File: config.mk
export PLATFORM = sky130hd
export DESIGN_NAME = adc_conversion_sequencer
export DESIGN_NICKNAME = d
export VERILOG_FILES = /design/src/shared/adc_seq_pkg.sv /design/src/adc_bit_pacer.sv /design/src/adc_conversion_sequencer.sv
export SDC_FILE = /design/constraint.sdc
export NUM_CORES = 1
export LEC_CHECK = 0
export ABC_CLOCK_PERIOD_IN_PS = 2300
export BUFFER_PORTS_ARGS = -buffer_cell sky130_fd_sc_hd__buf_2
export CAP_MARGIN = 25
export CORE_MARGIN = 3
export CORE_UTILIZATION = 30
export DETAILED_ROUTE_END_ITERATION = 10
export GPL_TIMING_DRIVEN = 0
export RECOVER_POWER = 50
export SETUP_SLACK_MARGIN = 0.4
export SYNTH_ARGS = -nofsm -noshare
export SYNTH_HDL_FRONTEND = slang
export SYNTH_HIERARCHICAL = 1
export SYNTH_SLANG_ARGS = --single-unit
export TNS_END_PERCENT = 1
File: constraint.sdc
create_clock -name clock -period 2.3 [get_ports clock]
set_input_delay 0.23 -clock clock [delete_from_list [all_inputs] [get_ports clock]]
set_output_delay 0.23 -clock clock [all_outputs]
set_load 0.02 [all_outputs]
File: src/shared/adc_seq_pkg.sv
// Register map, field positions, reset values and timing for the
// conversion sequencer. Assumes a 250 MHz system clock.
package adc_seq_pkg;

    // ----------------------------------------
    // Register byte offsets
    // ----------------------------------------
    localparam logic [7:0] PIN_ENABLE_OFF = 8'h00;
    localparam logic [7:0] CONTROL_OFF = 8'h04;
    localparam logic [7:0] RESULT_BYTE_OFF = 8'h08;
    localparam logic [7:0] RESULT_HIGH_OFF = 8'h0c;
    localparam logic [7:0] RESULT_LOW_OFF = 8'h10;
    localparam logic [7:0] IRQ_STATUS_OFF = 8'h14;
    localparam logic [7:0] IRQ_CLEAR_OFF = 8'h18;
    localparam logic [7:0] IRQ_ENABLE_OFF = 8'h1c;

    // ----------------------------------------
    // Control and interrupt field positions
    // ----------------------------------------
    localparam int REF_SEL_BIT = 7;
    localparam int RATE_HI_BIT = 6;
    localparam int RATE_LO_BIT = 5;
    localparam int RUN_BIT = 4;
    localparam int POWER_BIT = 3;
    localparam int CHAN_HI_BIT = 1;
    localparam int CHAN_LO_BIT = 0;
    localparam int DONE_BIT = 0;

    // ----------------------------------------
    // Reset values
    // ----------------------------------------
    localparam logic [3:0] PIN_ENABLE_RESET = 4'h0;
    localparam logic [1:0] RATE_RESET = 2'h0;
    localparam logic [1:0] CHAN_RESET = 2'h0;
    localparam logic [11:0] RESULT_RESET = 12'h000;
    localparam logic [11:0] IRQ_VECTOR = 12'h00c;

    // ----------------------------------------
    // Clock rate codes
    // ----------------------------------------
    localparam logic [1:0] RATE_DIV16 = 2'h0;
    localparam logic [1:0] RATE_DIV4 = 2'h1;
    localparam logic [1:0] RATE_DIV64 = 2'h2;
    localparam logic [1:0] RATE_RC = 2'h3;
    localparam int DIV16_CYCLES = 16;
    localparam int DIV4_CYCLES = 4;
    localparam int DIV64_CYCLES = 64;

    // ----------------------------------------
    // Timing
    // ----------------------------------------
    localparam int CLOCK_MHZ = 250;
    localparam int RC_BIT_TIME_NS = 71000;
    localparam int RC_BIT_CYCLES = RC_BIT_TIME_NS * CLOCK_MHZ / 1000;
    localparam int BITS_PER_CONVERSION = 15;

    // Register decode used by the write paths; the read mux decodes the address itself
    function automatic logic reg_hit(input logic [7:0] addr, input logic [7:0] off);
        reg_hit = (addr == off);
    endfunction : reg_hit

endpackage : adc_seq_pkg

File: src/adc_bit_pacer.sv
// Bit period pacer: one tick per result bit at the selected rate.
// Assumes its reset is already synchronised by the caller.
`timescale 1ns/1ps
`default_nettype none
module adc_bit_pacer #(
    parameter int RC_BIT_CYCLES = adc_seq_pkg::RC_BIT_CYCLES
) (
    // Clock and reset
    input wire logic clock,
    input wire logic rst_n,
    // Control
    input wire logic active,
    input wire logic [1:0] rate_sel,
    // Pacing
    output logic bit_tick
);

    logic [14:0] count;
    logic [14:0] limit;

    // ----------------------------------------
    // Rate decode
    // ----------------------------------------
    // divider or RC period
    always_comb begin
        case (rate_sel)
            adc_seq_pkg::RATE_DIV16: limit = 15'(adc_seq_pkg::DIV16_CYCLES - 1);
            adc_seq_pkg::RATE_DIV4: limit = 15'(adc_seq_pkg::DIV4_CYCLES - 1);
            adc_seq_pkg::RATE_DIV64: limit = 15'(adc_seq_pkg::DIV64_CYCLES - 1);
            default: limit = 15'(RC_BIT_CYCLES - 1);
        endcase
    end

    assign bit_tick = active && (count >= limit);

    // Counter restarts each conversion so every bit is a full period
    always_ff @(posedge clock or negedge rst_n) begin
        if (!rst_n) begin
            count <= 15'h0000;
        end else if (!active || bit_tick) begin
            count <= 15'h0000;
        end else begin
            count <= count + 15'h0001;
        end
    end

endmodule : adc_bit_pacer
`default_nettype wire

File: src/adc_conversion_sequencer.sv
// Conversion sequencer with Avalon-MM register slave and interrupt.
// Assumes synchronous inputs, a 250 MHz clock and a SAR result bus.
//
// Design decisions made here: the Avalon-MM interface to the registers and the register offsets.
`timescale 1ns/1ps
`default_nettype none

module adc_conversion_sequencer #(
    parameter int RC_BIT_CYCLES = adc_seq_pkg::RC_BIT_CYCLES
) (
    // Clock and reset
    input wire logic clock,
    input wire logic rstn,
    // Avalon-MM slave
    input wire logic [7:0] avs_address,
    input wire logic avs_read,
    input wire logic avs_write,
    input wire logic [31:0] avs_writedata,
    output logic [31:0] avs_readdata,
    output logic avs_waitrequest,
    // Converter and core
    input wire logic [11:0] sar_result,
    input wire logic core_sleep,
    input wire logic global_irq_enable,
    // Outputs
    output logic irq,
    output logic wake_core,
    output logic vector_fetch,
    output logic [11:0] vector_addr,
    output logic [3:0] pin_digital,
    output logic converter_enable,
    output logic reference_source_select
);

    typedef enum logic {IDLE, CONVERT} state_t;

    logic rst_meta;
    logic rst_n;
    state_t state;
    logic [3:0] bit_count;
    logic bit_tick;
    logic finish;
    logic access;
    logic wr_ctrl;
    logic chan_write_ok;
    logic [31:0] next_readdata;
    logic [3:0] analog_pin_enables;
    logic [1:0] clock_rate_select;
    logic conversion_run_bit;
    logic converter_power_on;
    logic [1:0] channel_select;
    logic [11:0] result;
    logic conversion_done_flag;
    logic conversion_irq_enable;

    // ----------------------------------------
    // Reset release
    // ----------------------------------------
    always_ff @(posedge clock or negedge rstn) begin
        if (!rstn) begin
            rst_meta <= 1'b0;
            rst_n <= 1'b0;
        end else begin
            rst_meta <= 1'b1;
            rst_n <= rst_meta;
        end
    end

    // ----------------------------------------
    // Bus slave
    // ----------------------------------------
    // Fixed one wait cycle keeps the read mux off the request path
    assign access = (avs_read || avs_write) && !avs_waitrequest;
    assign wr_ctrl = access && avs_write
        && adc_seq_pkg::reg_hit(avs_address, adc_seq_pkg::CONTROL_OFF);
    assign chan_write_ok = wr_ctrl && !conversion_done_flag && !conversion_run_bit;

    always_ff @(posedge clock or negedge rst_n) begin
        if (!rst_n) begin
            avs_waitrequest <= 1'b1;
        end else if (access) begin
            avs_waitrequest <= 1'b1;
        end else if (avs_read || avs_write) begin
            avs_waitrequest <= 1'b0;
        end
    end

    always_comb begin
        next_readdata = 32'h0000_0000;
        case (avs_address)
            adc_seq_pkg::PIN_ENABLE_OFF: next_readdata[3:0] = analog_pin_enables;
            adc_seq_pkg::CONTROL_OFF: begin
                next_readdata[adc_seq_pkg::REF_SEL_BIT] = reference_source_select;
                next_readdata[adc_seq_pkg::RATE_HI_BIT] = clock_rate_select[1];
                next_readdata[adc_seq_pkg::RATE_LO_BIT] = clock_rate_select[0];
                next_readdata[adc_seq_pkg::RUN_BIT] = conversion_run_bit;
                next_readdata[adc_seq_pkg::POWER_BIT] = converter_power_on;
                next_readdata[adc_seq_pkg::CHAN_HI_BIT] = channel_select[1];
                next_readdata[adc_seq_pkg::CHAN_LO_BIT] = channel_select[0];
            end
            adc_seq_pkg::RESULT_BYTE_OFF: next_readdata[7:0] = result[11:4];
            adc_seq_pkg::RESULT_HIGH_OFF: next_readdata[3:0] = result[11:8];
            adc_seq_pkg::RESULT_LOW_OFF: next_readdata[7:0] = result[7:0];
            // status read has no side effect
            adc_seq_pkg::IRQ_STATUS_OFF: next_readdata[adc_seq_pkg::DONE_BIT] = conversion_done_flag;
            adc_seq_pkg::IRQ_ENABLE_OFF: next_readdata[adc_seq_pkg::DONE_BIT] = conversion_irq_enable;
            default: next_readdata = 32'h0000_0000;
        endcase
    end

    always_ff @(posedge clock or negedge rst_n) begin
        if (!rst_n) begin
            avs_readdata <= 32'h0000_0000;
        end else if (avs_read && avs_waitrequest) begin
            avs_readdata <= next_readdata;
        end
    end

    // ----------------------------------------
    // Sequencer
    // ----------------------------------------
    // not gated by core_sleep
    adc_bit_pacer #(
        .RC_BIT_CYCLES(RC_BIT_CYCLES)
    ) pacer (
        .clock(clock),
        .rst_n(rst_n),
        .active(state == CONVERT),
        .rate_sel(clock_rate_select),
        .bit_tick(bit_tick)
    );

    assign finish = (state == CONVERT) && bit_tick
        && (bit_count == 4'(adc_seq_pkg::BITS_PER_CONVERSION - 1));

    always_ff @(posedge clock or negedge rst_n) begin
        if (!rst_n) begin
            state <= IDLE;
            bit_count <= 4'h0;
        end else begin
            case (state)
                IDLE: begin
                    bit_count <= 4'h0;
                    if (conversion_run_bit && converter_power_on) begin
                        state <= CONVERT;
                    end
                end
                CONVERT: begin
                    if (finish) begin
                        state <= IDLE;
                    end else if (bit_tick) begin
                        bit_count <= bit_count + 4'h1;
                    end
                end
                default: state <= IDLE;
            endcase
        end
    end

    // ----------------------------------------
    // Control register
    // ----------------------------------------
    always_ff @(posedge clock or negedge rst_n) begin
        if (!rst_n) begin
            reference_source_select <= 1'b0;
            clock_rate_select <= adc_seq_pkg::RATE_RESET;
            channel_select <= adc_seq_pkg::CHAN_RESET;
        end else if (wr_ctrl) begin
            reference_source_select <= avs_writedata[adc_seq_pkg::REF_SEL_BIT];
            clock_rate_select <= avs_writedata[adc_seq_pkg::RATE_HI_BIT:adc_seq_pkg::RATE_LO_BIT];
            if (chan_write_ok) begin
                channel_select <= avs_writedata[adc_seq_pkg::CHAN_HI_BIT:adc_seq_pkg::CHAN_LO_BIT];
            end
        end
    end

    always_ff @(posedge clock or negedge rst_n) begin
        if (!rst_n) begin
            conversion_run_bit <= 1'b0;
        end else begin
            if (finish) begin
                conversion_run_bit <= 1'b0;
            end
            if (wr_ctrl && avs_writedata[adc_seq_pkg::RUN_BIT]) begin
                conversion_run_bit <= 1'b1;
            end
        end
    end

    always_ff @(posedge clock or negedge rst_n) begin
        if (!rst_n) begin
            converter_power_on <= 1'b0;
        end else if (wr_ctrl) begin
            converter_power_on <= avs_writedata[adc_seq_pkg::POWER_BIT];
        end else if (finish && core_sleep && !conversion_irq_enable) begin
            converter_power_on <= 1'b0;
        end
    end

    always_ff @(posedge clock or negedge rst_n) begin
        if (!rst_n) begin
            analog_pin_enables <= adc_seq_pkg::PIN_ENABLE_RESET;
        end else if (access && avs_write
            && adc_seq_pkg::reg_hit(avs_address, adc_seq_pkg::PIN_ENABLE_OFF)) begin
            analog_pin_enables <= avs_writedata[3:0];
        end
    end

    // ----------------------------------------
    // Results
    // ----------------------------------------
    always_ff @(posedge clock or negedge rst_n) begin
        if (!rst_n) begin
            result <= adc_seq_pkg::RESULT_RESET;
        end else if (finish) begin
            result <= sar_result;
        end else if (chan_write_ok
            && avs_writedata[adc_seq_pkg::CHAN_HI_BIT:adc_seq_pkg::CHAN_LO_BIT] != channel_select) begin
            result <= adc_seq_pkg::RESULT_RESET;
        end
    end

    // ----------------------------------------
    // Interrupt status and enable
    // ----------------------------------------
    always_ff @(posedge clock or negedge rst_n) begin
        if (!rst_n) begin
            conversion_done_flag <= 1'b0;
        end else begin
            if (access && avs_write && avs_writedata[adc_seq_pkg::DONE_BIT]
                && adc_seq_pkg::reg_hit(avs_address, adc_seq_pkg::IRQ_CLEAR_OFF)) begin
                conversion_done_flag <= 1'b0;
            end
            if (finish) begin
                conversion_done_flag <= 1'b1;
            end
        end
    end

    always_ff @(posedge clock or negedge rst_n) begin
        if (!rst_n) begin
            conversion_irq_enable <= 1'b0;
        end else if (access && avs_write
            && adc_seq_pkg::reg_hit(avs_address, adc_seq_pkg::IRQ_ENABLE_OFF)) begin
            conversion_irq_enable <= avs_writedata[adc_seq_pkg::DONE_BIT];
        end
    end

    // ----------------------------------------
    // Outputs
    // ----------------------------------------
    always_ff @(posedge clock or negedge rst_n) begin
        if (!rst_n) begin
            irq <= 1'b0;
            wake_core <= 1'b0;
            vector_fetch <= 1'b0;
            vector_addr <= adc_seq_pkg::IRQ_VECTOR;
            pin_digital <= ~adc_seq_pkg::PIN_ENABLE_RESET;
            converter_enable <= 1'b0;
        end else begin
            irq <= conversion_done_flag && conversion_irq_enable;
            wake_core <= finish && core_sleep && conversion_irq_enable;
            vector_fetch <= finish && conversion_irq_enable && global_irq_enable;
            vector_addr <= adc_seq_pkg::IRQ_VECTOR;
            pin_digital <= ~analog_pin_enables;
            converter_enable <= converter_power_on;
        end
    end

    // ----------------------------------------
    // Assertions
    // ----------------------------------------
    int conv_cycles;
    always_ff @(posedge clock or negedge rst_n) begin
        if (!rst_n) begin
            conv_cycles <= 0;
        end else if (state == CONVERT) begin
            conv_cycles <= conv_cycles + 1;
        end else begin
            conv_cycles <= 0;
        end
    end
endmodule : adc_conversion_sequencer
`default_nettype wire
# After elaboration in Yosys (flattened, before gate mapping)
# Index checks and enable logic that the tools add are counted.
# W data, S select, Z words.
[word_totals] reg_bits=64 input_bits=58 wordCells=100
[classes] n_eq_ne=13 n_reduce_logical=38 add_sub_neg=2 bitwise_logic=2 n_lt_le_gt_ge=1 mux=23
[ops] op="$pmux W15 S3" count=1
[ops] op="$eq A8 B5 Y1 const B" count=4
[ops] op="$mux W12" count=2
[ops] op="$logic_and A1 B1 Y1" count=22
[ops] op="$eq A8 B4 Y1 const B" count=2
[ops] op="$add A15 B1 Y15 const B" count=1
[ops] op="$ge A15 B15 Y1" count=1
[ops] op="$mux W15" count=1
[ops] op="$pmux W4 S3" count=1
[ops] op="$mux W1" count=10
[ops] op="$pmux W1 S5" count=2
[ops] op="$reduce_bool A2 Y1" count=5
[ops] op="$eq A8 B3 Y1 const B" count=1
[ops] op="$logic_not A8 Y1" count=1
[ops] op="$mux W4" count=2
[ops] op="$pmux W4 S2" count=1
[ops] op="$pmux W1 S7" count=1
[ops] op="$logic_not A1 Y1" count=5
[ops] op="$add A4 B1 Y4 const B" count=1
[ops] op="$eq A4 B4 Y1 const B" count=1
[ops] op="$not A4 Y4" count=1
[ops] op="$pmux W1 S4" count=1
[ops] op="$reduce_and A2 Y1" count=2
[ops] op="$eq A2 B1 Y1 const B" count=1
[ops] op="8 further kinds" count=9

# Logic depth before layout (Yosys ltp)
[logic_depth] word_depth=10 depth_mapped=12 mapped_depth_nobuf=11

# Hierarchy
# Netlist, hierarchy kept.
[by_module_without_submodules] module="adc_conversion_sequencer" seq_area_each_um2=1232.4 area_per_inst_um2=2512.4 n_inst=1 cells_each=220
[by_module_without_submodules] module="adc_bit_pacer" seq_area_each_um2=375.4 area_per_inst_um2=1053.5 n_inst=1 cells_each=104

# Worst setup path before layout
# Ideal clock, no wire load.
[synth_timing] kind="register to register" from="register clock_rate_select[1]" to="register converter_power_on" path_buffers=0 path_slack_ns=-0.483 t_required_ns=2.172 arrival_ns=2.656 setup_ns=0.128 path_stages_with_launch=11 cell_sequence="dfrtp_1 > nand2_1 > ha_1 > nand2_1 > nor4b_1 > o211a_1 > o31a_2 > nand2_1 > or2_2 > o31a_1 > mux2_1"
[synth_via] elab_chain_cells=9
[synth_lines] item="start, declared" line="adc_conversion_sequencer.sv:48" rtl="logic [1:0] clock_rate_select;"
[synth_lines] item="start signal, assigned" line="adc_conversion_sequencer.sv:166" rtl="clock_rate_select <= adc_seq_pkg::RATE_RESET;"
[synth_lines] item="start signal, assigned" line="adc_conversion_sequencer.sv:170" rtl="clock_rate_select <= avs_writedata[adc_seq_pkg::RATE_HI_BIT:adc_seq_pkg::RATE_LO_BIT];"
[synth_lines] item="$eq A2 B2 Y1, or another cell as far along" line="adc_bit_pacer.sv:26" rtl="case (rate_sel)"
[synth_lines] item="$pmux W15 S3 *" line="adc_bit_pacer.sv:26"
[synth_lines] item="$ge A15 B15 Y1 *" line="adc_bit_pacer.sv:34" rtl="assign bit_tick = active && (count >= limit);"
[synth_lines] item="$logic_and A1 B1 Y1 *" line="adc_bit_pacer.sv:34"
[synth_lines] item="named net bit_tick" line="adc_conversion_sequencer.sv:41" rtl="logic bit_tick;"
[synth_lines] item="$logic_and A1 B1 Y1 *" line="adc_conversion_sequencer.sv:133" rtl="assign finish = (state == CONVERT) && bit_tick"
[synth_lines] item="$logic_and A1 B1 Y1 *" line="adc_conversion_sequencer.sv:134" rtl="&& (bit_count == 4'(adc_seq_pkg::BITS_PER_CONVERSION - 1));"
[synth_lines] item="$logic_and A1 B1 Y1 * (2 in a row)" line="adc_conversion_sequencer.sv:195" rtl="end else if (finish && core_sleep && !conversion_irq_enable) begin"
[synth_lines] item="$reduce_bool A2 Y1 (no source line) *"
[synth_lines] item="end signal, assigned" line="adc_conversion_sequencer.sv:194" rtl="converter_power_on <= avs_writedata[adc_seq_pkg::POWER_BIT];"
[synth_lines] item="end, declared" line="adc_conversion_sequencer.sv:50" rtl="logic converter_power_on;"
# Mark *: on every way through the listed nets, which the timed path passes. The rest lies on a longest branch.
# A chain may end at the register's enable or synchronous reset.

# Worst setup path in the final report
[layout_timing] from="register clock_rate_select[0]" to="register result[6]"
[layout_via] elab_chain_cells=7
[layout_lines] item="$eq A2 B2 Y1, or another cell as far along" line="adc_bit_pacer.sv:26"
[layout_lines] item="$pmux W15 S3 *" line="adc_bit_pacer.sv:26"
[layout_lines] item="$ge A15 B15 Y1 *" line="adc_bit_pacer.sv:34"
[layout_lines] item="$logic_and A1 B1 Y1 *" line="adc_bit_pacer.sv:34"
[layout_lines] item="named net bit_tick" line="adc_conversion_sequencer.sv:41"
[layout_lines] item="$logic_and A1 B1 Y1 *" line="adc_conversion_sequencer.sv:133"
[layout_lines] item="$logic_and A1 B1 Y1 *" line="adc_conversion_sequencer.sv:134"
[layout_lines] item="$mux W12 or $reduce_bool A2 Y1 (tied branches)"
[layout_lines] item="end signal, assigned" line="adc_conversion_sequencer.sv:214" rtl="result <= adc_seq_pkg::RESULT_RESET;"
[layout_lines] item="end signal, assigned" line="adc_conversion_sequencer.sv:216" rtl="result <= sar_result;"
[layout_lines] item="end signal, assigned" line="adc_conversion_sequencer.sv:219" rtl="result <= adc_seq_pkg::RESULT_RESET;"
[layout_lines] item="end, declared" line="adc_conversion_sequencer.sv:52" rtl="logic [11:0] result;"
# Marked as above.

==> qor.tcl <==
set qor(antenna-diode-count) 0
set qor(finalClockSkew_ns) 0.00729
set qor(vdd.ir_drop.worst_uv) 395
set qor(clock_sink_count) 64
set qor(max_freq_ghz) 0.401
set qor(drcViolationCount) 0
set qor(drt_wl_total_um) 8740
set qor(layout.nets) 498
set qor(dp.final_hpwl_um) 6300
set qor(num_vias) 2714
set qor(postRouteAntennaNets) 0
set qor(pwr_density_cell_nw_per_um2) 607
set qor(cts_tree) {yes}
set qor(ys_types) 60
set qor(grt_start_max_net_pins) 40
set qor(timing.max_slew.rel_slack_pct) 34.3
set qor(final_critical_path_setup_slack_ns) -0.197
set qor(synth_area_per_cell_um2) 11.0
set qor(critical-path-max-stage-delay_ns) 0.44
set qor(timing_worst_setup_path_type) {reg -> reg}
set qor(grt_pass1_wl_um) 14100
set qor(failing_checks) {setup timing}
set qor(lkg_pwr_nw) 2.23
set qor(num_rows) 39
set qor(worst-endpoint-arrival_ns) 2.75
set qor(portBuffers) 49
set qor(synth_top_cell_area_share_pct) 41.4
set qor(area_growth_pct) 31.3
set qor(antenna_found_initial) 0
set qor(routabilityCongestion) 0.829
set qor(max_cap_violations) 0
set qor(post_synth_main_area_contributors) {sky130_fd_sc_hd__dfrtp_1, sky130_fd_sc_hd__buf_4, sky130_fd_sc_hd__ha_1}
set qor(crit_chain) {buf_6 -> nor2b_1 -> ha_1 -> nor2_1 -> nor3_2 -> o211a_4 -> o31a_4 -> nand2_2 -> or2_4 -> o31a_1 -> buf_6 -> a22o_1}
set qor(cts.clk_slew.worst_paths_ns) 0.05
set qor(core_area_um2) 11500
set qor(synth_top_cells_by_count) {sky130_fd_sc_hd__dfrtp_1, sky130_fd_sc_hd__buf_4, sky130_fd_sc_hd__nand2_1, sky130_fd_sc_hd__a22o_1, sky130_fd_sc_hd__nand3_1}
set qor(synthesis.area_um2) 3570
set qor(dieHeight_um) 115
set qor(hold_viol) 0
set qor(clk_root_buffer_cell) {sky130_fd_sc_hd__clkbuf_16}
set qor(n_fill_cell) 1145
set qor(yosys_warnings) 6
set qor(end_kind) {flip-flop}
set qor(synthFlopType) {sky130_fd_sc_hd__dfrtp_1}
set qor(ios) 112
set qor(totalPowerFinal_mw) 2.84
set qor(route.detailed.wl_per_inst_um) 15.2
set qor(critical_path.slowest_cell) {sky130_fd_sc_hd__dfrtp_2}
set qor(drv_slew) 0
set qor(floorplan.die.width_um) 115
set qor(max_slew.worst_pin.slew_ns) 0.985
set qor(share_of_the_cycle_needed_by_the_critical_path_after_routing_pct) 109
set qor(cp-start-kind) {flip-flop}
set qor(min-delay-path-class) {in -> reg}
set qor(detailedRoute.firstPassIterationCount) 4
set qor(h_tree_lvls) 3
set qor(crit_path_max_fanout) 5
set qor(tritoncts.num_buffers) 9
set qor(ys_ff_latch) 64
set qor(synth_edf_count) 0
set qor(detail_route.iter0.violations) 105
set qor(synth_top_cell_by_area) {sky130_fd_sc_hd__dfrtp_1}
set qor(drive_above_1_share_pct) 39.7
set qor(status) {complete, but fails checks}
set qor(post_synth_inst_count) 324
set qor(ys_seq_area_share_pct) 45.1
set qor(grt_usage_pct) 13.6
set qor(grt_overflow) 0
set qor(final_core_util_pct) 40.7
set qor(setup_violations) 16
set qor(clkLatencyLatePin_ns) 0.32
set qor(die_area_um2) 13200
set qor(timing.final.crit_period_ns) 2.50
set qor(rsz0062_at_grt) {yes}
set qor(max-clock-path-buffers) 2
set qor(crit_path_frequent_cell) {sky130_fd_sc_hd__buf_6}
set qor(yosys.cell_count.top_type) {sky130_fd_sc_hd__dfrtp_1}
set qor(timing.critical_path.required_ns) 2.55
set qor(vias_per_std_cell) 4.71
set qor(start_util_pct) 31.0
set qor(grt_pass1_vias) 2741
set qor(timing.setup.tns_ns) -2.95
set qor(postSynth.asyncResetShare_pct) 100
## timing repair
| item | 4_1_cts | 5_1_grt |
|---|---|---|
| endpoints found under the setup margin | 37 | 37 |
| gates cloned | 1 | 0 |
| pin swaps | 14 | 3 |
| hold buffers | 1 | 0 |
| setup buffers | 6 | 0 |
| gates resized for setup | 25 | 5 |
| hold endpoints to repair | 2 | 0 |
## registers in the layout (all words and copies together), names as in the netlist, 2 cells and up
name,flops
avs_readdata,8
channel_select,2
pacer/count,15
clock_rate_select,2
bit_count,4
result,12
analog_pin_enables,4
pin_digital,4
## layout make-up
type	count	area (um^2)	share of cell area, %
multi-input combinational	234	1860	39.8
sequential	64	1610	34.4
buffer	50	379	8.10
timing repair buffer	58	319	6.81
clock buffer	11	233	4.97
tap	143	179	3.82
clock inverter	5	57.6	1.23
inverter	11	41.3	0.882
## placed cells by master (no fill, tap or decap), types with 3 or more instances in the layout
cell / count
sky130_fd_sc_hd__inv_1: 10
sky130_fd_sc_hd__dfrtp_1: 57
sky130_fd_sc_hd__buf_4: 41
sky130_fd_sc_hd__mux2i_1: 3
sky130_fd_sc_hd__nor2_1: 10
sky130_fd_sc_hd__conb_1: 37
sky130_fd_sc_hd__mux2_2: 4
sky130_fd_sc_hd__nor3_2: 11
sky130_fd_sc_hd__a21oi_1: 6
sky130_fd_sc_hd__a211oi_2: 4
sky130_fd_sc_hd__buf_6: 4
sky130_fd_sc_hd__mux2_1: 3
sky130_fd_sc_hd__ha_1: 7
sky130_fd_sc_hd__nor3_1: 3
sky130_fd_sc_hd__a22o_1: 14
sky130_fd_sc_hd__buf_2: 52
sky130_fd_sc_hd__a22oi_1: 3
sky130_fd_sc_hd__and3_1: 4
sky130_fd_sc_hd__ha_4: 5
sky130_fd_sc_hd__or3_1: 4
sky130_fd_sc_hd__and2_1: 5
sky130_fd_sc_hd__a221o_1: 6
sky130_fd_sc_hd__clkinvlp_4: 3
sky130_fd_sc_hd__nor2b_1: 3
sky130_fd_sc_hd__nand3_1: 14
sky130_fd_sc_hd__clkbuf_1: 8
sky130_fd_sc_hd__nand4_1: 5
sky130_fd_sc_hd__dfstp_2: 5
sky130_fd_sc_hd__clkbuf_16: 9
sky130_fd_sc_hd__nand2_1: 15
sky130_fd_sc_hd__xor2_1: 13
sky130_fd_sc_hd__mux2_4: 5
sky130_fd_sc_hd__xnor2_1: 5
## metrics by stage
stage	hold slack, ns	cell area [um^2]	setup slack, ns	instances
after CTS	0.126	4680	-0.188	576
after detailed placement	0.0172	4220	-0.827	552
after global routing	0.124	4680	-0.275	576
final	0.130	4680	-0.197	576
after floorplan	-0.0656	3770	-0.175	359
after global placement	0.0157	4200	-0.814	551
## metal layers
metal | global-route usage, % | vias up | part of all wire (%)
met3 | 3.47 | 14 | 5.3
met5 | 0 | - | 0
met1 | 17.8 | 1323 | 45
met4 | 3.21 | 0 | 1.3
met2 | 22.5 | 82 | 48
li1 | - | 1295 | -
## power by group
| part | switching (mW) | internal, mW |
|---|---|---|
| clock network | 0.489 | 0.837 |
| registers | 0.0338 | 1.16 |
| logic | 0.190 | 0.131 |
## cells by family after synthesis
kind of cell	after synthesis	share of synthesized area, %
DFF	64	45.1
other	2	0.211
and+or+nand+nor	97	17.1
AOI/OAI and AO/OA	54	12.2
adders and majority gates	12	4.21
muxes	16	5.68
buffers and inverters	61	11.1
xor gates and xnor gates	18	4.42
## path summary, 6_finish.rpt
path | start | depth (start not counted) | slack [ns] | to
max | clock_rate_select[0] | 12 | -0.20 | result[6]
min | avs_writedata[6] | 2 | 0.13 | clock_rate_select[1]
max reg2reg | clock_rate_select[0] | 12 | -0.20 | result[6]
min reg2reg | rst_meta | 0 | 0.35 | rst_n
max in group asynchronous | rst_n | 1 | 0.41 | avs_readdata[6]
min in group asynchronous | rstn | 2 | 0.21 | rst_meta
## critical path: cells and delay by family (launching register included)
kind / cells / cell delay, ns
simple gates: 5 / 0.52
compound gates: 4 / 0.87
flops: 1 / 0.44
buf+inv: 2 / 0.29
fa+ha+maj: 1 / 0.30
No activity file was read; power rests on OpenSTA's default activity.
